===== config.mk =====
export PLATFORM = sky130hd
export DESIGN_NAME = status_alert_thermal_event_pin_timer
export DESIGN_NICKNAME = d
export VERILOG_FILES = /design/src/alert_status_pkg.sv /design/src/timer_if.sv /design/src/assertion_timer.sv /design/src/status_alert_thermal_event_pin_timer.sv
export SDC_FILE = /design/constraint.sdc
export NUM_CORES = 1
export LEC_CHECK = 0
export BUFFER_PORTS_ARGS = -buffer_cell sky130_fd_sc_hd__buf_2
export CORE_MARGIN = 5
export CORE_UTILIZATION = 27
export CTS_CLUSTER_DIAMETER = 60
export DETAILED_ROUTE_END_ITERATION = 16
export RECOVER_POWER = 50
export SYNTH_ARGS = -nofsm -noshare
export SYNTH_HDL_FRONTEND = slang
export SYNTH_HIERARCHICAL = 1
export SYNTH_SLANG_ARGS = --single-unit

===== constraint.sdc =====
create_clock -name clk -period 2.9 [get_ports clk]
set_input_delay 0 -clock clk [delete_from_list [all_inputs] [get_ports clk]]
set_output_delay 0 -clock clk [all_outputs]
set_load 0.05 [all_outputs]

===== src/alert_status_pkg.sv =====
/*
 * Constants shared by the limit-status and alert block and its
 * assertion-time counter: register offsets, bit positions, reset values
 * and timer timing.
 * Assumes a 40 MHz core clock and byte-wide register accesses decoded
 * from the serial bus outside this block.
 */
package alert_status_pkg;

    // ************************************************************
    // Register offsets
    // ************************************************************
    localparam logic [7:0] LIMIT_STATUS_FIRST_ADDR = 8'h41;
    localparam logic [7:0] LIMIT_STATUS_SECOND_ADDR = 8'h42;
    localparam logic [7:0] ALERT_MASK_FIRST_ADDR = 8'h74;
    localparam logic [7:0] ALERT_MASK_SECOND_ADDR = 8'h75;
    localparam logic [7:0] CONFIG_THIRD_ADDR = 8'h78;
    localparam logic [7:0] ASSERTION_TIME_ADDR = 8'h79;
    localparam logic [7:0] TIMER_LIMIT_ADDR = 8'h7a;
    localparam logic [7:0] CONFIG_FOURTH_ADDR = 8'h7d;

    // ************************************************************
    // Field positions
    // ************************************************************
    localparam int SR1_SUMMARY_BIT = 7;
    localparam int SR2_TIMER_BIT = 5;
    localparam int MASK1_SECOND_ALL_BIT = 7;
    localparam int MASK1_CORE_BIT = 0;
    localparam int SR1_CORE_BIT = 1;
    localparam int SR1_LOW_SUPPLY_BIT = 0;
    localparam int CFG3_ALERT_BIT = 0;
    localparam int CFG3_THERMAL_EVENT_PIN_EN_BIT = 1;
    localparam int CFG3_BOOST_BIT = 2;

    // Multi-function pin roles
    localparam logic [1:0] PIN_ROLE_TACH = 2'h0;
    localparam logic [1:0] PIN_ROLE_THERMAL_EVENT_PIN = 2'h2;
    localparam logic [1:0] PIN_ROLE_ALERT = 2'h1;
    localparam logic [1:0] PIN_ROLE_GPIO = 2'h3;

    // ************************************************************
    // Reset values
    // ************************************************************
    localparam logic [7:0] MASK_RESET = 8'h00;
    localparam logic [2:0] CFG3_RESET = 3'h0;
    localparam logic [1:0] CFG4_RESET = PIN_ROLE_TACH;
    localparam logic [7:0] TIMER_LIMIT_RESET = 8'h00;
    localparam logic [7:0] TIMER_FULL = 8'hff;

    // ************************************************************
    // Timing
    // ************************************************************
    localparam real CLK_PERIOD_NS = 25.0;
    localparam real TICK_TIME_MS = 22.76;
    localparam int unsigned TICK_CYCLES = int'(TICK_TIME_MS * 1.0e6 / CLK_PERIOD_NS);
    localparam int PRESCALE_W = 20;

endpackage


===== src/timer_if.sv =====
/*
 * Carrier between the status block and its assertion-time counter.
 * Assumes both ends share one clock.
 */
`timescale 1ns/1ps
interface timer_if;
    logic active;
    logic readClr;
    logic [7:0] value;

    modport timer (input active, input readClr, output value);
    modport ctrl (output active, output readClr, input value);
endinterface


===== src/assertion_timer.sv =====
/*
 * Accumulating thermal-event assertion timer with saturation and
 * clear-on-read.
 * Assumes the active level is already synchronised to clk.
 */
`timescale 1ns/1ps
module assertion_timer
    import alert_status_pkg::*;
#(
    parameter int unsigned TickCycles = TICK_CYCLES
) (
    // Clock and control
    input wire logic clk,
    input wire logic srst,
    input wire logic ce,
    // Timer carrier
    timer_if.timer tif
);
    import alert_status_pkg::*;

    logic [PRESCALE_W-1:0] pre_q;
    logic [7:0] ticks_q;
    logic seen_q;
    logic tickWrap;

    assign tickWrap = (pre_q == PRESCALE_W'(TickCycles - 1));

    // ************************************************************
    // Prescaler, one wrap per counter LSB
    // ************************************************************
    always_ff @(posedge clk) begin
        if (srst) begin
            pre_q <= '0;
        end else if (ce) begin
            if (tif.readClr) begin
                pre_q <= '0;
            end else if (tif.active) begin
                pre_q <= tickWrap ? '0 : pre_q + 1'b1;
            end
        end
    end

    // ************************************************************
    // Accumulated ticks
    // ************************************************************
    always_ff @(posedge clk) begin
        if (srst) begin
            ticks_q <= '0;
        end else if (ce) begin
            if (tif.readClr) begin
                ticks_q <= '0;
            end else if (tif.active && tickWrap && ticks_q != TIMER_FULL) begin
                ticks_q <= ticks_q + 1'b1;
            end
        end
    end

    // Assertion seen; a read during an assertion re-arms it at once
    always_ff @(posedge clk) begin
        if (srst) begin
            seen_q <= 1'b0;
        end else if (ce) begin
            if (tif.readClr) begin
                seen_q <= tif.active;
            end else if (tif.active) begin
                seen_q <= 1'b1;
            end
        end
    end

    // Below two ticks only the first-assertion bit shows
    assign tif.value = (ticks_q >= 8'h02) ? ticks_q : {7'h00, seen_q};

endmodule


===== src/status_alert_thermal_event_pin_timer.sv =====
/*
 * Sticky limit-status registers, alert masking, pin-role configuration,
 * fan boost and the thermal-event assertion timer.
 * Assumes limit comparisons arrive as levels on clk, and register
 * accesses arrive as one-cycle read/write strobes from a serial-bus
 * front end. Pin inputs are asynchronous and synchronised here.
 */
`timescale 1ns/1ps
module status_alert_thermal_event_pin_timer
    import alert_status_pkg::*;
#(
    parameter int unsigned TickCycles = alert_status_pkg::TICK_CYCLES
) (
    // Clock, reset, enable
    input wire logic clk,
    input wire logic srst,
    input wire logic ce,
    // Limit comparison results
    input wire logic [4:0] voltOutOfLimit,
    input wire logic [2:0] tempOutOfLimit,
    input wire logic [1:0] diodeFault,
    input wire logic [3:0] fanSlow,
    input wire logic overtempEvent,
    input wire logic vidChangeSel,
    input wire logic [2:0] fanRunning,
    // Asynchronous pins
    input wire logic [5:0] voltageIdCode,
    input wire logic thermalEventMainN,
    input wire logic thermalEventMultiN,
    // Register port
    input wire logic [7:0] regAddr,
    input wire logic regWr,
    input wire logic regRd,
    input wire logic [7:0] regWrData,
    output logic [7:0] regRdData,
    // Pin drives
    output logic alertSharedOe,
    output logic alertMultiOe,
    output logic alertPinOut,
    output logic fiveVoltInputSel,
    output logic [2:0] fanFullSpeed
);
    import alert_status_pkg::*;

    // ************************************************************
    // Declarations
    // ************************************************************
    logic [7:0] pinMeta_q;
    logic [7:0] pinSync_q;
    logic [5:0] vidPrev_q;
    logic [2:0] vidFill_q;
    logic [6:0] sr1_q;
    logic [7:0] sr2_q;
    logic [7:0] mask1_q;
    logic [7:0] mask2_q;
    logic [2:0] cfg3_q;
    logic [1:0] cfg4_q;
    logic [7:0] limit_q;
    logic [7:0] regRdData_q;
    logic alertSharedOe_q;
    logic alertMultiOe_q;
    logic alertPinOut_q;
    logic fiveVoltInputSel_q;
    logic [2:0] fanFullSpeed_q;
    logic [6:0] sr1Src;
    logic [7:0] sr2Src;
    logic rdSr1;
    logic rdSr2;
    logic rdTimer;
    logic thermActive;
    logic vidChanged;
    logic timerOver;
    logic alertReq;
    logic [7:0] sr1View;

    timer_if tmr();

    assertion_timer #(.TickCycles(TickCycles)) timerCore (
        .clk(clk),
        .srst(srst),
        .ce(ce),
        .tif(tmr)
    );

    // The strobe is an argument so that continuous assignments see it change
    function automatic logic isRead(input logic rd, input logic [7:0] addr,
                                    input logic [7:0] target);
        return rd && (addr == target);
    endfunction

    // Set wins over the read-clear, so an event in the read cycle survives
    function automatic logic [7:0] stickyNext(input logic [7:0] cur, input logic [7:0] src,
                                              input logic rd);
        return src | (cur & ~{8{rd}});
    endfunction

    assign rdSr1 = isRead(regRd, regAddr, LIMIT_STATUS_FIRST_ADDR);
    assign rdSr2 = isRead(regRd, regAddr, LIMIT_STATUS_SECOND_ADDR);
    assign rdTimer = isRead(regRd, regAddr, ASSERTION_TIME_ADDR);

    // ************************************************************
    // Pin synchronisers
    // ************************************************************
    always_ff @(posedge clk) begin
        if (srst) begin
            pinMeta_q <= 8'hff;
            pinSync_q <= 8'hff;
        end else if (ce) begin
            pinMeta_q <= {thermalEventMultiN, thermalEventMainN, voltageIdCode};
            pinSync_q <= pinMeta_q;
        end
    end

    // Change detection waits until the synchroniser holds real pin values,
    // so the reset fill of the flops never reads as a code change
    always_ff @(posedge clk) begin
        if (srst) begin
            vidPrev_q <= 6'h3f;
            vidFill_q <= 3'h0;
        end else if (ce) begin
            vidPrev_q <= pinSync_q[5:0];
            vidFill_q <= {vidFill_q[1:0], 1'b1};
        end
    end

    assign vidChanged = vidFill_q[2] && (vidPrev_q != pinSync_q[5:0]);

    // Multi-function pin only counts when the thermal function is enabled
    assign thermActive = cfg3_q[CFG3_THERMAL_EVENT_PIN_EN_BIT] &&
        (!pinSync_q[6] || (cfg4_q == PIN_ROLE_THERMAL_EVENT_PIN && !pinSync_q[7]));

    assign tmr.active = thermActive;
    assign tmr.readClr = rdTimer && ce;
    assign timerOver = tmr.value > limit_q;

    // ************************************************************
    // Status sources
    // ************************************************************
    assign sr1Src = {tempOutOfLimit[2], tempOutOfLimit[1], tempOutOfLimit[0],
                     voltOutOfLimit[3], voltOutOfLimit[2], voltOutOfLimit[1],
                     voltOutOfLimit[0]};
    assign sr2Src = {diodeFault[1], diodeFault[0],
                     cfg3_q[CFG3_THERMAL_EVENT_PIN_EN_BIT] ? timerOver : fanSlow[3],
                     fanSlow[2], fanSlow[1], fanSlow[0],
                     overtempEvent,
                     vidChangeSel ? vidChanged : voltOutOfLimit[4]};

    always_ff @(posedge clk) begin
        if (srst) begin
            sr1_q <= '0;
        end else if (ce) begin
            sr1_q <= 7'(stickyNext({1'b0, sr1_q}, {1'b0, sr1Src}, rdSr1));
        end
    end

    always_ff @(posedge clk) begin
        if (srst) begin
            sr2_q <= '0;
        end else if (ce) begin
            sr2_q <= stickyNext(sr2_q, sr2Src, rdSr2);
        end
    end

    assign sr1View = {|sr2_q, sr1_q};

    // ************************************************************
    // Alert decision
    // ************************************************************
    // The low-supply bit has no mask position and always reaches the alert
    assign alertReq = (|(sr1_q[6:2] & ~mask1_q[6:2]))
        || (sr1_q[SR1_CORE_BIT] && !mask1_q[MASK1_CORE_BIT])
        || sr1_q[SR1_LOW_SUPPLY_BIT]
        || ((|(sr2_q & ~mask2_q)) && !mask1_q[MASK1_SECOND_ALL_BIT]);

    always_ff @(posedge clk) begin
        if (srst) begin
            alertSharedOe_q <= 1'b0;
            alertMultiOe_q <= 1'b0;
            alertPinOut_q <= 1'b0;
        end else if (ce) begin
            alertSharedOe_q <= cfg3_q[CFG3_ALERT_BIT] && alertReq;
            alertMultiOe_q <= (cfg4_q == PIN_ROLE_ALERT) && alertReq;
            alertPinOut_q <= 1'b0;
        end
    end

    // ************************************************************
    // Fan boost and pin roles
    // ************************************************************
    always_ff @(posedge clk) begin
        if (srst) begin
            fanFullSpeed_q <= '0;
            fiveVoltInputSel_q <= 1'b1;
        end else if (ce) begin
            fanFullSpeed_q <= {3{cfg3_q[CFG3_BOOST_BIT] && thermActive}} & fanRunning;
            fiveVoltInputSel_q <= !cfg3_q[CFG3_THERMAL_EVENT_PIN_EN_BIT];
        end
    end

    // ************************************************************
    // Register writes
    // ************************************************************
    always_ff @(posedge clk) begin
        if (srst) begin
            mask1_q <= MASK_RESET;
            mask2_q <= MASK_RESET;
            cfg3_q <= CFG3_RESET;
            cfg4_q <= CFG4_RESET;
            limit_q <= TIMER_LIMIT_RESET;
        end else if (ce && regWr) begin
            unique case (regAddr)
                ALERT_MASK_FIRST_ADDR: mask1_q <= regWrData;
                ALERT_MASK_SECOND_ADDR: mask2_q <= regWrData;
                CONFIG_THIRD_ADDR: cfg3_q <= regWrData[2:0];
                CONFIG_FOURTH_ADDR: cfg4_q <= regWrData[1:0];
                TIMER_LIMIT_ADDR: limit_q <= regWrData;
                default: ;
            endcase
        end
    end

    // ************************************************************
    // Register reads
    // ************************************************************
    always_ff @(posedge clk) begin
        if (srst) begin
            regRdData_q <= '0;
        end else if (ce && regRd) begin
            unique case (regAddr)
                LIMIT_STATUS_FIRST_ADDR: regRdData_q <= sr1View;
                LIMIT_STATUS_SECOND_ADDR: regRdData_q <= sr2_q;
                ALERT_MASK_FIRST_ADDR: regRdData_q <= mask1_q;
                ALERT_MASK_SECOND_ADDR: regRdData_q <= mask2_q;
                CONFIG_THIRD_ADDR: regRdData_q <= {5'h00, cfg3_q};
                ASSERTION_TIME_ADDR: regRdData_q <= tmr.value;
                TIMER_LIMIT_ADDR: regRdData_q <= limit_q;
                CONFIG_FOURTH_ADDR: regRdData_q <= {6'h00, cfg4_q};
                default: regRdData_q <= 8'h00;
            endcase
        end
    end

    assign regRdData = regRdData_q;
    assign alertSharedOe = alertSharedOe_q;
    assign alertMultiOe = alertMultiOe_q;
    assign alertPinOut = alertPinOut_q;
    assign fiveVoltInputSel = fiveVoltInputSel_q;
    assign fanFullSpeed = fanFullSpeed_q;
endmodule


==> metrics.txt <==
run status=finished clean; Avg WL per Cell=15.6 microns; worst vdd ir=0.000312 V; CP required=3190 ps; startpoint types=flip-flop; DP HPWL=11,200 microns; worst hold path type=in2reg; die height=154 microns; dpl ws=319 ps; FMAX=377 MHz; top-count cell post-synth=dfxtp_1; TritonCTS clock tree=yes; starting DRC count in detailed routing=309; first-pass GRT wire length=25,400 microns; unrepaired setup endpoints after global routing=false; synthesized area=0.00561 sq mm; most frequent cells after synthesis=dfxtp_1, nor2_1, nand2_1; vias post-DR=4,950; clk_lat worst skew=360 ps; #FFs+latches synth=112; Placement Rows=52; Design Area, Final=0.00675 sq mm; ratio of cells with drive above 1 in the final layout=12.6%; gr usage total=13.3%; largest family of logic cells by synthesized area=simple AND/OR/NAND/NOR gates; Worst Skew=11.7 ps; final hold violation count=0; Setup Total Neg Slack=0 ps; Crit Path Max Fanout=9; final critical-path share of the clock period=91.4%; Setup WS post-layout=251 ps; minimum clock period=2650 ps; Core Area=0.0204 sq mm; Max Root-Sink Buffers=2; Ports=63; post-CTS setup buffers=0; die width=154 microns; simple-gate portion of the synthesized area=24.6%; Register Area=0.00224 sq mm; final setup fails=0; Synth area leader=dfxtp_1; H-Tree Depth=3; number of synthesized flops with an enable pin=0; arrival time at the worst endpoint=2940 ps; predominant post-synthesis flop cell=dfxtp_1; mux share of post-synthesis cell area=6.52%; fin cells=999; total CTS buffers=9; Worst slew margin=5.69%; Root Driver=clkbuf_16; CTS clk-pin slew, worst paths=80 ps; Synth top area share=40.0%; antenna-violating nets left=0; ys async rst share=0%; footprint of the multi-input gates=0.00303 sq mm; Mapped Cells=643; Placement Cell Area=0.00620 sq mm; RD Place Congestion=0.874; grt ovf=0; post-synthesis compound-gate area fraction=18.0%; Ant. Diodes=0; CP Capture Type=flip-flop; pin count of the biggest net entering global routing=79; DRC viols=0; Cells after DPL=950; Area growth syn-to-layout=20.3%; final wirelength=15,600 microns; Seq/Total Area, Yosys=40.0%; Slew @ Worst Pin=1410 ps; synthesized area per cell=8.72 sq um; routed vias/inst=4.95; vias in the first global route=4,606; TritonCTS Sinks=112; PortBufs=61; FILL cells=2,131; P_leak=2.46 nW; Post-Syn Nets=702; max_cap viols=0; synth top area cells=dfxtp_1, mux2i_1, nor2_1, a22oi_1, a211o_1; final-report max-slew violation count=0; Initial DRT Pass Iterations=4; Synth Area in XOR/XNOR=3.12%; yosys warns=6; adder and majority gate portion of the synthesized area=2.45%; Die ar.=0.0237 sq mm; critical path class=reg2reg; Initial Util=27.5%; initial antenna violation count=0; number of distinct library cells after synthesis=75; NumNets Final=783; final core occ=33.1%; Power Density=465 mW/mm^2
path summary, 6_finish.rpt:
check,start,endpoint,slack [ps],cells past startpoint
worst max-delay path,cfg4_q[1],timerCore/pre_q[8],250,6
worst min register to register,regRdData[3],regRdData[3],460,2
worst min-delay path,voltOutOfLimit[4],sr2_q[0],60,5
worst max register to register,cfg4_q[1],timerCore/pre_q[8],250,6
sequential cells by signal, summed over array words and instances, names as in the netlist:
register and cells:
alertMultiOe 1, vidFill_q 3, fiveVoltInputSel 1, timerCore/seen_q 1, mask2_q 8, fanFullSpeed 3, limit_q 8, pinSync_q 8
alertSharedOe 1, timerCore/pre_q 20, vidPrev_q 6, sr2_q 8, regRdData 8, timerCore/ticks_q 8, sr1_q 7, cfg3_q 3
cfg4_q 2, mask1_q 8, pinMeta_q 8
what timing repair did:
action                                 4_1_cts  5_1_grt
endpoints found under the hold margin       53        0
hold buffers                                33        0
gates resized for setup                      0        0
metrics by stage:
stage | hold WS, ps | total power (W)
after floorplan | 118 | 0.00178
after global placement | 203 | 0.00188
after detailed placement | 210 | 0.00188
after CTS | 47.6 | 0.00317
after global routing | 106 | 0.00327
final | 57.3 | 0.00313
final cells by class:
| class | instances | share of cell area, % |
|---|---|---|
| flip-flops and latches | 112 | 33.2 |
| repair buffers | 113 | 11.1 |
| multi-input cells | 462 | 44.9 |
| clock inverters | 7 | 1.04 |
| clock buffers | 9 | 3.34 |
| well taps | 270 | 5.01 |
| inverters | 26 | 1.45 |
worst max-delay path, cell delays in order (launching register included):
cell and delay, ps:
dfxtp_1 370, or3b_2 450, a21boi_0 330, o21ai_1 280, or3_1 520, or4b_1 480
a31oi_1 160
power breakdown:
part	switching, W	leakage (nW)	internal [W]
combinational	0.000141	1.41	0.000127
clock	0.000590	0.146	0.000671
sequential	0.0000321	0.912	0.00157
placed cells by master (no fill, tap or decap), types with 5 or more instances in the layout:
master,n
nor2_1,69
nand4_1,13
a21oi_1,27
nand2_1,42
o22ai_1,6
or3_1,5
dlygate4sd3_1,33
inv_1,26
buf_2,44
nor4_1,9
nor2b_1,29
a31oi_1,8
clkbuf_1,19
buf_4,16
nor3_1,9
xnor2_1,9
a211o_1,23
o21ai_0,18
ha_1,11
a211oi_1,5
mux2i_1,32
nand3_1,24
dfxtp_1,112
a22oi_1,27
xor2_1,11
clkbuf_16,9
nand2b_1,16
cell families (layout without fill, tap and decap cells):
family,Yosys count,count (layout)
other,1,1
AO/OA/AOI/OAI,144,144
XOR/XNOR,20,20
AND/OR/NAND/NOR,250,250
flip-flops,112,112
multiplexers,36,36
adder cells (fa/ha/maj),11,11
buffers and inverters,69,155
metal layers:
metal / wire length, microns / vias to the layer above / global-route usage (%)
met5: 0 / - / 0
met3: 1070 / 18 / 2.78
met4: 293 / 0 / 5.42
met2: 6740 / 148 / 19.2
met1: 7510 / 2305 / 19.2
li1: - / 2479 / -
No activity file was read; power rests on OpenSTA's default activity.
